===== config.mk =====
export PLATFORM = sky130hd
export DESIGN_NAME = acs_top
export DESIGN_NICKNAME = d
export VERILOG_FILES = /design/src/rtl/acs_route.v /design/src/rtl/acs_top.v
export VERILOG_INCLUDE_DIRS = /design/src /design/src/rtl
export SDC_FILE = /design/constraint.sdc
export NUM_CORES = 1
export LEC_CHECK = 0
export BUFFER_PORTS_ARGS = -buffer_cell sky130_fd_sc_hd__buf_2
export CORE_UTILIZATION = 38
export CTS_CLUSTER_DIAMETER = 60
export DETAILED_ROUTE_END_ITERATION = 7
export HOLD_SLACK_MARGIN = 0.1
export PLACE_DENSITY = 0.86
export SLEW_MARGIN = 20
export SYNTH_ARGS = -nofsm -noshare
export SYNTH_HDL_FRONTEND = slang
export SYNTH_SLANG_ARGS = --single-unit

===== constraint.sdc =====
create_clock -name pclk -period 1.82 [get_ports pclk]
set_clock_uncertainty 0.1 [all_clocks]
set_input_delay 0.273 -clock pclk [delete_from_list [all_inputs] [get_ports pclk]]
set_output_delay 0.273 -clock pclk [all_outputs]
set_load 0.02 [all_outputs]

===== src/rtl/acs_map.vh =====
// register map, field positions and source codes for the channel input select block
// What this block does
// RULE1: bits 15-11 and 7-3 of the select register always read zero.
// RULE2: mux b negative select bits 10-9: 11 inputs 9/10/11, 10 amp3-or-6/7/8, 0x low reference.
// RULE3: mux b positive bit 8: set amp1-or-3/amp2-or-0/amp3-or-6, clear amp2-or-0/1/2.
// RULE4: mux a negative select bits 2-1 uses the same encoding as mux b negative.
// RULE5: in twelve bit mode all select fields read back as zero.
// RULE6: amplifier-or-pin source picks amplifier output when its enable is one, else pin.
// RULE7: mux b selections apply while alternate active, else mux a; bit 0 stored read-write.
`ifndef ACS_MAP_VH
`define ACS_MAP_VH

// apb register byte address
`define ACS_ADDR_SELECT 12'h000
`define ACS_ADDR_W 12
// field positions
`define ACS_NB_HI 10
`define ACS_NB_LO 9
`define ACS_SB_BIT 8
`define ACS_NA_HI 2
`define ACS_NA_LO 1
`define ACS_SA_BIT 0
`define ACS_RESET_VAL 16'h0000
// negative select codes
`define ACS_NEG_PINS_HI 2'h3
`define ACS_NEG_AMP3 2'h2
// source codes on the channel outputs
`define ACS_SRC_W 5
`define ACS_SRC_AN0 5'h00
`define ACS_SRC_AN1 5'h01
`define ACS_SRC_AN2 5'h02
`define ACS_SRC_AN3 5'h03
`define ACS_SRC_AN6 5'h06
`define ACS_SRC_AN7 5'h07
`define ACS_SRC_AN8 5'h08
`define ACS_SRC_AN9 5'h09
`define ACS_SRC_ANALOG_INPUT_10 5'h0a
`define ACS_SRC_ANALOG_INPUT_11 5'h0b
`define ACS_SRC_AMP1 5'h11
`define ACS_SRC_AMP2 5'h12
`define ACS_SRC_AMP3 5'h13
`define ACS_SRC_LOW_REFERENCE 5'h1f

`endif


===== src/rtl/acs_route.v =====
// registered channel source router for channels 1 to 3
`timescale 1ns/1ns
`include "acs_map.vh"
module acs_route (
  // clock and reset
  input wire pclk,
  input wire presetn,
  // selection in
  input wire [1:0] neg_sel,
  input wire pos_sel,
  input wire [2:0] amplifier_enable,
  // sources out
  output reg [14:0] pos_src,
  output reg [14:0] neg_src
);

  // amplifier-or-pin pick
  function [4:0] amp_or_pin;
    input en;
    input [4:0] amp;
    input [4:0] pin;
    begin
      amp_or_pin = en ? amp : pin; // RULE6
    end
  endfunction

  reg [14:0] pos_next;
  reg [14:0] neg_next;

  // decode selections, ch3 in high bits
  always @* begin
    if (pos_sel) begin // RULE3
      pos_next = {amp_or_pin(amplifier_enable[2], `ACS_SRC_AMP3, `ACS_SRC_AN6),
                  amp_or_pin(amplifier_enable[1], `ACS_SRC_AMP2, `ACS_SRC_AN0),
                  amp_or_pin(amplifier_enable[0], `ACS_SRC_AMP1, `ACS_SRC_AN3)};
    end else begin
      pos_next = {`ACS_SRC_AN2, `ACS_SRC_AN1,
                  amp_or_pin(amplifier_enable[1], `ACS_SRC_AMP2, `ACS_SRC_AN0)};
    end
    case (neg_sel) // RULE2 RULE4
      `ACS_NEG_PINS_HI: neg_next = {`ACS_SRC_ANALOG_INPUT_11, `ACS_SRC_ANALOG_INPUT_10, `ACS_SRC_AN9};
      `ACS_NEG_AMP3: neg_next = {`ACS_SRC_AN8, `ACS_SRC_AN7,
                                 amp_or_pin(amplifier_enable[2], `ACS_SRC_AMP3,
                                 `ACS_SRC_AN6)};
      default: neg_next = {`ACS_SRC_LOW_REFERENCE, `ACS_SRC_LOW_REFERENCE, `ACS_SRC_LOW_REFERENCE};
    endcase
  end

  // output registers
  always @(posedge pclk or negedge presetn) begin
    if (!presetn) begin
      pos_src <= {3{`ACS_SRC_AN0}};
      neg_src <= {3{`ACS_SRC_LOW_REFERENCE}};
    end else begin
      pos_src <= pos_next;
      neg_src <= neg_next;
    end
  end

endmodule // acs_route


===== src/rtl/acs_top.v =====
// apb register and mux a/b selection for converter channels 1 to 3
`timescale 1ns/1ns
`include "acs_map.vh"
module acs_top (
  // apb slave
  input wire pclk,
  input wire presetn,
  input wire psel,
  input wire penable,
  input wire pwrite,
  input wire [11:0] paddr,
  input wire [31:0] pwdata,
  input wire [3:0] pstrb,
  output wire pready,
  output reg [31:0] prdata,
  output wire pslverr,
  // converter state
  input wire twelve_bit_mode,
  input wire sample_multiplexer_alternate,
  input wire [2:0] amplifier_enable,
  // channel sources, 5 bits per channel, ch1 lowest
  output wire [14:0] ch123_pos_source,
  output wire [14:0] ch123_neg_source
);

  // --------------------------------
  // reset values of the stored fields
  // --------------------------------
  // cut from the whole register value so a new reset value needs one edit
  localparam [15:0] RESET_VAL = `ACS_RESET_VAL;
  localparam [1:0] NB_RESET = RESET_VAL[`ACS_NB_HI:`ACS_NB_LO];
  localparam [0:0] SB_RESET = RESET_VAL[`ACS_SB_BIT];
  localparam [1:0] NA_RESET = RESET_VAL[`ACS_NA_HI:`ACS_NA_LO];
  localparam [0:0] SA_RESET = RESET_VAL[`ACS_SA_BIT];

  // --------------------------------
  // helpers
  // --------------------------------

  // true when the address names the select register
  function addr_hit;
    input [11:0] addr;
    begin
      addr_hit = (addr == `ACS_ADDR_SELECT);
    end
  endfunction

  // hide a two bit field while twelve bit mode is on
  function [1:0] hide2;
    input twelve;
    input [1:0] val;
    begin
      hide2 = twelve ? 2'h0 : val; // RULE5
    end
  endfunction

  // hide a one bit field while twelve bit mode is on
  function hide1;
    input twelve;
    input val;
    begin
      hide1 = twelve ? 1'b0 : val; // RULE5
    end
  endfunction

  // pick the field of the multiplexer now sampling
  function [1:0] pick2;
    input alt;
    input [1:0] b_val;
    input [1:0] a_val;
    begin
      pick2 = alt ? b_val : a_val; // RULE7
    end
  endfunction

  // --------------------------------
  // bus decode
  // --------------------------------
  wire hit;
  wire setup_phase;
  wire access_phase;
  wire wr_en;
  wire wr_lane1;
  wire wr_lane0;
  wire rd_setup;

  // address match and phase qualifiers
  assign hit = addr_hit(paddr);
  assign setup_phase = psel & ~penable;
  assign access_phase = psel & penable;
  assign wr_en = access_phase & pwrite & hit;
  assign wr_lane1 = wr_en & pstrb[1];
  assign wr_lane0 = wr_en & pstrb[0];
  assign rd_setup = setup_phase & ~pwrite;

  // no wait states; an error only for an unmapped address
  assign pready = 1'b1;
  assign pslverr = access_phase & ~hit;

  // --------------------------------
  // select register
  // --------------------------------
  reg [1:0] neg_select_mux_b_reg;
  reg [1:0] neg_select_mux_b_next;
  reg pos_select_mux_b_reg;
  reg pos_select_mux_b_next;
  reg [1:0] neg_select_mux_a_reg;
  reg [1:0] neg_select_mux_a_next;
  reg pos_select_mux_a_reg;
  reg pos_select_mux_a_next;

  // next values; lane 1 holds the b fields, lane 0 the a fields
  always @* begin
    neg_select_mux_b_next = neg_select_mux_b_reg;
    pos_select_mux_b_next = pos_select_mux_b_reg;
    neg_select_mux_a_next = neg_select_mux_a_reg;
    pos_select_mux_a_next = pos_select_mux_a_reg;
    if (wr_lane1) begin
      neg_select_mux_b_next = pwdata[`ACS_NB_HI:`ACS_NB_LO]; // RULE2
      pos_select_mux_b_next = pwdata[`ACS_SB_BIT]; // RULE3
    end
    if (wr_lane0) begin
      neg_select_mux_a_next = pwdata[`ACS_NA_HI:`ACS_NA_LO]; // RULE4
      pos_select_mux_a_next = pwdata[`ACS_SA_BIT]; // RULE7
    end
  end

  // stored fields; writes in twelve bit mode still land
  // so a setup written in that mode applies when that mode is left
  always @(posedge pclk or negedge presetn) begin
    if (!presetn) begin
      neg_select_mux_b_reg <= NB_RESET;
      pos_select_mux_b_reg <= SB_RESET;
      neg_select_mux_a_reg <= NA_RESET;
      pos_select_mux_a_reg <= SA_RESET;
    end else begin
      neg_select_mux_b_reg <= neg_select_mux_b_next;
      pos_select_mux_b_reg <= pos_select_mux_b_next;
      neg_select_mux_a_reg <= neg_select_mux_a_next;
      pos_select_mux_a_reg <= pos_select_mux_a_next;
    end
  end

  // --------------------------------
  // read path
  // --------------------------------
  wire [1:0] neg_b_vis;
  wire pos_b_vis;
  wire [1:0] neg_a_vis;
  wire pos_a_vis;
  wire [15:0] rd_val;
  reg [31:0] prdata_next;

  // fields as software sees them
  assign neg_b_vis = hide2(twelve_bit_mode, neg_select_mux_b_reg); // RULE5
  assign pos_b_vis = hide1(twelve_bit_mode, pos_select_mux_b_reg); // RULE5
  assign neg_a_vis = hide2(twelve_bit_mode, neg_select_mux_a_reg); // RULE5
  assign pos_a_vis = hide1(twelve_bit_mode, pos_select_mux_a_reg); // RULE5

  // unused bits read zero
  assign rd_val = {5'h00, neg_b_vis, pos_b_vis, 5'h00, neg_a_vis, pos_a_vis}; // RULE1

  // read data loads in the setup phase so it stands through access
  always @* begin
    prdata_next = prdata;
    if (rd_setup) begin
      prdata_next = hit ? {16'h0000, rd_val} : 32'h00000000;
    end
  end

  // registered read data, held until the next read setup
  always @(posedge pclk or negedge presetn) begin
    if (!presetn) begin
      prdata <= 32'h00000000;
    end else begin
      prdata <= prdata_next;
    end
  end

  // --------------------------------
  // routing
  // --------------------------------
  wire [1:0] neg_active;
  wire [1:0] pos_active;
  wire [1:0] neg_eff;
  wire pos_eff;

  // mux b fields apply only while the alternate multiplexer samples
  assign neg_active = pick2(sample_multiplexer_alternate, neg_select_mux_b_reg,
    neg_select_mux_a_reg); // RULE7
  assign pos_active = pick2(sample_multiplexer_alternate, {1'b0, pos_select_mux_b_reg},
    {1'b0, pos_select_mux_a_reg}); // RULE7

  // twelve bit mode has no select fields and routes as code zero
  assign neg_eff = hide2(twelve_bit_mode, neg_active); // RULE5
  assign pos_eff = hide1(twelve_bit_mode, pos_active[0]); // RULE5

  // the router registers its outputs, so sources follow one edge late
  acs_route u_route (
    .pclk(pclk),
    .presetn(presetn),
    .neg_sel(neg_eff),
    .pos_sel(pos_eff),
    .amplifier_enable(amplifier_enable),
    .pos_src(ch123_pos_source),
    .neg_src(ch123_neg_source)
  );

endmodule // acs_top


* Yosys cells after proc, flatten, opt, wreduce, memory -nomap -nowiden
Cells that the tools add are included.
** Word-level totals
- Bits in registers :: 68
- Output and inout port bits :: 64
- Logic and storage cells :: 35
** Operators by class
- Equality and inequality tests :: 2
- Mux-type cells :: 14
- Bitwise operators :: 11
- Reduce and logical (&&, ||, !) cells :: 1
** Operators with widths (count)
- $pmux W15 S2 :: 1
- $mux W15 :: 1
- $mux W5 :: 3
- $logic_not A12 Y1 :: 1
- $mux W11 :: 1
- $and A1 B1 Y1 :: 8
- $mux W2 :: 4
- $eq A2 B2 Y1 const B :: 2
- $mux W1 :: 4
- $not A1 Y1 :: 3

* Depth between registers and ports, before layout
Gate-level depths: netlist of run 1.
- Word-level depth :: 4
- Depth in mapped cells :: 4
- Depth with buffers taken out :: 3

* Hierarchy
A second synthesis of run 1 with hierarchy kept.
** Unflattened totals
- Cell total of the unflattened synthesis :: 130
- Area total of the unflattened synthesis :: 1387.6 sq um
** Modules (own cells, without submodules)
- acs_top :: times used 1, cells an instance 84, area an instance 825.8 sq um, seq. area each 300.3 sq um
- acs_route :: times used 1, cells an instance 46, area an instance 561.8 sq um, seq. area each 357.8 sq um

* Worst setup path before layout of run 1
OpenSTA, ideal clock, no wires.
- Path kind :: input-to-reg
- Start point :: input sample_multiplexer_alternate
- End point :: register u_route.pos_src[4]
- Setup time :: 125 ps
- Data arrival time :: 1101 ps
- Setup slack :: 494 ps
- Stages :: 4
- Cells stage by stage :: buf_6 -> mux2i_1 -> nor2_1 -> mux2_2
** On the way
- Longest elaborated chain between the ends :: 3
** RTL lines
- start, declared :: RTL line acs_top.v:19 : input wire sample_multiplexer_alternate,
- $mux W1 :: RTL line acs_top.v:72 : pick2 = alt ? b_val : a_val;
- $mux W1 :: RTL line acs_top.v:62 : hide1 = twelve ? 1'b0 : val;
- named net pos_eff :: RTL line acs_top.v:186 : wire pos_eff;
- $mux W15 :: RTL line acs_route.v:32 : if (pos_sel) begin
- named net u_route.pos_next[4] :: RTL line acs_route.v:27 : reg [14:0] pos_next;
- end signal, assigned :: RTL line acs_route.v:52 : pos_src <= {3{`ACS_SRC_AN0}};
- end signal, assigned :: RTL line acs_route.v:55 : pos_src <= pos_next;
- end, declared :: RTL line acs_route.v:13 : output reg [14:0] pos_src,
The timed path passes the listed nets, and every way through them passes these cells.
A chain may end at the register's enable or synchronous reset.

* Worst setup path in the final report of run 1
- Start point :: input paddr[1]
- End point :: output pslverr
** On the way
- Longest elaborated chain between the ends :: 3
** RTL lines
- start, declared :: RTL line acs_top.v:11 : input wire [11:0] paddr,
- $logic_not A12 Y1 (no source line)
- $not A1 Y1 :: RTL line acs_top.v:98 : assign pslverr = access_phase & ~hit;
- $and A1 B1 Y1 :: RTL line acs_top.v:98
- end, declared :: RTL line acs_top.v:16 : output wire pslverr,
No other way between the ends.

==> results.yml, run 1 <==
worst_setup_path:
  critical_path_peak_fanout: 4
  path_cells: "buf_2, nor4_4, a31oi_1, buf_2"
  critPathBufInv: 2
  cpPeakStageDelay_ns: 0.34
  worst_path_dominant_cell_family: "simple AND/OR/NAND/NOR gates"
  crit_path_frequent_cell: "buf_2"
  critPathArrivalTime_ns: 1.03
  start_kind: "primary input"
  critical_path_class: "primary input to primary output"
  worstSetupEndpointType: "primary output"
  crit_path_top_delay_cell: "nor4_4"
  worst-endpoint-required_ns: 1.45
clock_network:
  cts_made_buffers: 3
  clk_latency_ns: 0.27
  tritoncts_clock_tree: "done"
  ctsHtreeMaxLevel: 1
  clock_tree_root: "clkbuf_8"
  path_clk_slew_ns: 0.09
  ctsLongestPathBuffers: 2
  postCtsSetupRepairBufs: 0
  numClockSinks: 26
power_and_ir_drop:
  power-per-cell-area_nw_per_um2: 731
  combPwrFrac_pct: 12.3
  power.share.switching_pct: 23.9
  cellInternalPower_uw: 912
  static-leakage-power_nw: 0.825
  vdd.ir_drop.worst_mv: 0.287
  share_clk_of_total_power_pct: 39.2
  power.net_switching_uw: 287
  seqPwrFrac_pct: 48.6
floorplanning:
  die_area_um2: 3950
  core_area_um2: 3440
  io_pins: 122
  initial_utilization_pct: 40.8
  dieHeight_um: 62.8
  dieWidth_um: 62.8
  placementRows: 21
synth:
  synth_top_area_share_pct: 35.6
  post_syn_area_um2: 1410
  post_synth_inst_count: 124
  synth.avg_cell_area_um2: 11.3
  yosys_warning_total: 0
  yosys_register_bits: 26
  synth_top_cells_by_area: "dfrtp_1 36%, buf_4 23%, dfstp_2 11%"
  ys_types: 24
  synth_largest_area_cell: "dfrtp_1"
  yosysSeqAreaShare_pct: 46.8
sta:
  time_the_worst_path_needs_with_i_o_delays_and_setup_ns: 1.40
  max_clock_freq_mhz: 715
  tightest_slew_margin_relative_to_the_limit_pct: 63.3
  worst_slew_pin_slew_ns: 0.551
  finalCritPeriodShare_pct: 76.9
  timing.setup.tns_ns: 0
  final-setup-viol-count: 0
  rsz0062_at_grt: "no"
  hold_viol: 0
  timing.final.max_slew_violations: 0
global_routing:
  globalRoute.busiestLayer: "met2"
  grt_first_pass_wirelength_mm: 4.24
  grt_util_all_layers_pct: 14.0
  first_global_vias: 971
  globalRoute.totalOverflow: 0
  grt.met1_usage_pct: 14.1
  grt_util_met3_pct: 2.74
  antenna_violations_before_repair: 0
  globalRouteMet2Util_pct: 26.8
  grt_max_degree: 27
drt:
  detailroute.via_count: 943
  drt_first_iter_violations: 10
  drt_drc_violations_left: 0
  routed_wl_mm: 2.50
  drt_pass1_iterations: 3
  post_drt_wl_per_cell_um: 11.2
  vias_per_cell: 4.21
  final_antenna_net_count: 0
finish:
  layoutNonFillerInstCount: 224
  areaGrowthSynthToFinish_pct: 16.7
  top_register: "u_route.pos_src"
  max_reg_flops: 8
  post_route_cells_drive_above_1_share_pct: 44.4
  antenna_cells: 0
  layout.nets: 237
  layout.core_utilization_pct: 47.6
  largestRegisters: "u_route.pos_src (8), prdata (6), u_route.neg_src (6)"
placed_design:
  dp_cells: 218
  detailed_place_hpwl_mm: 2.08
  routabilityCongestion: 0.748
  placement.io_buffers: 59
outcome:
  run_status: "finished, final reports clean"
run:
  drv.max_cap_violation_count: 0
hold_path:
  holdCritPathClass: "primary input to flip-flop"
worst reg2reg max path, stage by stage (launching register included):
cell,delay [ns]
dfrtp_1,0.37
mux2i_1,0.11
nor2_1,0.30
mux2_2,0.37
final cells by class:
class                   instances  area, µm²
fillers                       352       1800
flip-flops and latches         26        658
multi-input cells              78        503
clock inverters                 1       30.0
well taps                      46       57.6
repair buffers                 61        315
inverters                       9       33.8
clock buffers                   3       41.3
metrics by stage:
step | hold slack, ns | instance area (µm²) | worst slack (ns) | power, mW
floorplan | -0.123 | 1530 | 0.494 | 0.734
global placement | 0.185 | 1550 | 0.301 | 0.734
detailed placement | 0.192 | 1550 | 0.250 | 0.738
CTS | 0.113 | 1640 | 0.418 | 1.21
global route | 0.106 | 1640 | 0.339 | 1.25
finish | 0.114 | 1640 | 0.421 | 1.20
final timing paths:
kind,endpoint,depth (start not counted),slack (ns),start
min in group asynchronous,u_route.pos_src[10],2,0.43,presetn
max reg2reg,u_route.pos_src[4],3,0.45,pos_select_mux_a_reg
min,u_route.neg_src[2],2,0.11,amplifier_enable[2]
min reg2reg,prdata[0],1,0.39,prdata[0]
max in group asynchronous,prdata[2],2,0.83,presetn
max,pslverr,4,0.42,paddr[1]
what timing repair did:
item                                    4_1_cts  5_1_grt
endpoints found under the hold margin        21        0
gates resized for setup                       0        0
endpoints found under the setup margin        0        0
hold buffers                                  2        0
synthesized netlist by cell type:
master / n
inv_1: 9
a31oi_1: 1
and2_1: 1
dfstp_2: 6
conb_1: 2
a21o_1: 1
mux2_2: 7
dfrtp_1: 20
nand2_1: 3
or2_1: 1
nor4b_1: 1
or3_1: 1
buf_6: 1
or3b_1: 1
nor3_1: 2
and4_1: 2
nand3b_1: 1
nand4_1: 3
nor2_1: 3
o21ai_0: 2
nor4_4: 3
mux2i_1: 4
o2bb2ai_1: 6
buf_4: 43
cells in the final DEF (no fill, tap or decap):
cell type	Yosys	routed
inv_1	9	9
nor2_1	3	3
and2_1	1	1
nor4_4	3	3
nand3b_1	1	1
dfrtp_1	20	20
or2_1	1	1
clkbuf_8	0	3
nand2_1	3	3
a21o_1	1	1
or3b_1	1	1
bufinv_16	0	1
o21ai_0	2	2
o2bb2ai_1	6	6
or3_1	1	1
mux2i_1	4	4
and4_1	2	2
dlygate4sd3_1	0	2
conb_1	2	35
nand4_1	3	3
a31oi_1	1	1
nor3_1	2	2
dfstp_2	6	6
nor4b_1	1	1
mux2_2	7	7
buf_2	0	59
power by group through the flow:
stage          registers (mW)  logic, mW  clock network, mW
3_3_place_gp            0.593      0.141                  0
2_1_floorplan           0.598      0.136                  0
5_1_grt                 0.583      0.161              0.511
3_5_place_dp            0.593      0.144                  0
4_1_cts                 0.582      0.148              0.478
6_report                0.582      0.147              0.469
per-layer routing:
metal / vias to the layer above / part of all wire [%]
met5: - / 0
met4: 0 / 1.4
met3: 4 / 7.6
met2: 57 / 56
met1: 438 / 35
li1: 444 / -
cells by family after synthesis:
family                 count (synthesis)  synth area share (%)
AOI/OAI and AO/OA                     10                  5.43
buffers and inverters                 53                  26.2
and+or+nand+nor                       22                  12.6
DFF                                   26                  46.8
muxes                                 11                  8.46
other                                  2                 0.534
No activity file was read; power rests on OpenSTA's default activity.
==> run 2, diff against run 1 <==
- ABC_AREA: unset -> 1
- CORE_UTILIZATION: 38 -> 37
- PLACE_DENSITY: 0.86 -> 0.85
- clock period: 1.82 -> 1.3 ns (I/O delays scaled with it)
==> run 2 against run 1 <==
Compared with the run above:
- final area is 6.9% higher
- total power increased by 36%
- die area increased by 0.75%
- register-to-register slack lost 0.40 ns
- core utilization up 3.3 points
==> results.yml, run 2 <==
clock_network:
  ctsHtreeMaxLevel: 1
  cts.repair.resized: 0
  ctsLongestPathBuffers: 2
  tritoncts_clock_tree: "done"
  clk_latency_ns: 0.26
  numClockSinks: 26
  path_clk_slew_ns: 0.09
  cts_made_buffers: 3
  clock_tree_root: "clkbuf_8"
drt:
  drt_drc_violations_left: 0
  final_antenna_net_count: 0
  drt_first_iter_violations: 20
  vias_per_cell: 3.88
  routed_wl_mm: 2.38
  drt_pass1_iterations: 4
  post_drt_wl_per_cell_um: 8.50
  detailroute.via_count: 1087
global_routing:
  grt_util_all_layers_pct: 12.4
  grt_max_degree: 27
  antenna_violations_before_repair: 0
  first_global_vias: 990
  grt_first_pass_wirelength_mm: 3.90
  globalRoute.totalOverflow: 0
floorplanning:
  core_area_um2: 3440
  dieHeight_um: 63.0
  placementRows: 21
  io_pins: 122
  die_area_um2: 3970
  initial_utilization_pct: 40.1
  dieWidth_um: 63.0
sta:
  hold_viol: 0
  time_the_worst_path_needs_with_i_o_delays_and_setup_ns: 1.26
  final-setup-viol-count: 0
  worst_slew_pin_slew_ns: 0.530
  max_clock_freq_mhz: 796
  tightest_slew_margin_relative_to_the_limit_pct: 64.7
  rsz0062_at_grt: "no"
  timing.final.max_slew_violations: 0
  timing.setup.tns_ns: 0
  finalCritPeriodShare_pct: 96.6
worst_setup_path:
  critPathArrivalTime_ns: 0.96
  internal_reg_to_reg_setup_slack_ns: 0.05
  endpoint: "ch123_neg_source[3]"
  launch_point_of_the_worst_path: "u_route.neg_src[11]"
  critical_path.reg2reg.endpoint: "u_route.pos_src[4]"
  worstSetupEndpointType: "primary output"
  worst_path_dominant_cell_family: "flip-flops"
  start_kind: "flip-flop"
  critical_path_class: "flip-flop to primary output"
  reg2reg_depth: 6
  critical_path_peak_fanout: 4
  worst_r2r_startpoint: "pos_select_mux_a_reg"
  path_cells: "buf_2"
  critPathBufInv: 1
  crit_cells: 1
  crit_path_top_delay_cell: "dfstp_2"
  worst-endpoint-required_ns: 1.00
  cpPeakStageDelay_ns: 0.54
power_and_ir_drop:
  power-per-cell-area_nw_per_um2: 928
  static-leakage-power_nw: 1.02
  finalPower_mw: 1.63
  vdd.ir_drop.worst_mv: 0.461
synth:
  synth_edf_count: 0
  postSynth.topFlopCell: "dfrtp_1"
  yosys_register_bits: 26
  synthMostInstantiatedCell: "buf_4"
  yosys_warning_total: 0
  post_syn_area_um2: 1380
  yosysSeqAreaShare_pct: 47.7
  async_flop_share_pct: 100
  synth.avg_cell_area_um2: 8.51
  synth_top_cells_by_area: "dfrtp_1 36%, buf_4 23%, dfstp_2 11%"
  synth_top_area_share_pct: 36.3
  post_synth_inst_count: 162
  ys_types: 17
  synth_largest_area_cell: "dfrtp_1"
  synth_commonest_cells: "43 x buf_4, 40 x nand2_1, 22 x nor2_1"
placed_design:
  routabilityCongestion: 0.750
  placement.io_buffers: 59
  detailed_place_hpwl_mm: 1.95
finish:
  layout.nets: 293
  largestRegisters: "u_route.pos_src (8), prdata (6), u_route.neg_src (6)"
  antenna_cells: 0
  max_reg_flops: 8
  top_register: "u_route.pos_src"
  post_route_cells_drive_above_1_share_pct: 35.5
  commonest_cells_after_routing_fill_and_taps_aside: "59 x buf_2, 40 x nand2_1, 35 x conb_1"
  layout_commonest_cell: "buf_2"
  areaGrowthSynthToFinish_pct: 27.0
hold_path:
  holdCritPathClass: "primary input to flip-flop"
outcome:
  run_status: "finished, final reports clean"
run:
  drv.max_cap_violation_count: 0
[run 2: changes by cell type after synthesis, sizes merged, moves of 2 or more]
cell     change
and4         -2
mux2i        -4
nor4         -3
nand3        +8
nor2        +19
mux2         -7
nand2       +38
o2bb2ai      -6
[run 2: worst min path at each step]
stage,from,endpoint,slack (ns),cells past startpoint
6_report,pstrb[1],neg_select_mux_b_reg[1],0.16,5
5_1_grt,pstrb[1],pos_select_mux_b_reg,0.18,5
4_1_cts,pstrb[1],neg_select_mux_b_reg[1],0.16,5
3_5_place_dp,presetn,prdata[0],0.11,1
3_3_place_gp,presetn,u_route.pos_src[12],0.10,1
2_1_floorplan,presetn,neg_select_mux_a_reg[0],-0.20,0
[run 2: through the flow]
| stage | instances | instance area (µm²) | worst slack [ns] | hold WS (ns) | util, % |
|---|---|---|---|---|---|
| 2_1_floorplan | 195 | 1500 | 0.106 | -0.201 | - |
| 3_3_place_gp | 266 | 1600 | 0.0653 | 0.103 | 46.4 |
| 3_5_place_dp | 266 | 1600 | 0.0375 | 0.108 | 46.4 |
| 4_1_cts | 280 | 1750 | 0.0324 | 0.161 | 50.9 |
| 5_1_grt | 280 | 1750 | 0.00203 | 0.179 | 50.9 |
| 6_report | 280 | 1750 | 0.0440 | 0.162 | 50.9 |
[run 2: logic make-up after synthesis]
kind of cell | synth area share, %
simple gates | 23.4
flops | 47.7
other cells | 0.545
compound gates | 0.725
buf+inv | 27.6
[run 2: final cells by class]
class	count	area, µm²
clock buffer	4	55.1
tap	46	57.6
sequential	26	658
multi-input combinational	114	464
inverter	11	46.3
fill	336	1690
timing repair buffer	79	470
[run 2: power breakdown]
| part | total, mW | switching [mW] | internal (mW) |
|---|---|---|---|
| Combinational | 0.291 | 0.197 | 0.0935 |
| Sequential | 0.834 | 0.00483 | 0.829 |
| Clock | 0.501 | 0.231 | 0.270 |
[run 2: timing repair]
action | CTS | global route
hold endpoints to repair | 31 | 0
setup buffers | 0 | 0
hold buffers | 10 | 0
[run 2: per-layer routing]
metal | vias to the layer above | track usage (%) | part of all wire (%)
met1 | 482 | 13.5 | 42
met2 | 41 | 23.3 | 52
met3 | 2 | 2.01 | 4.2
met5 | - | 0 | 0
met4 | 0 | 5.52 | 1.1
li1 | 562 | - | -
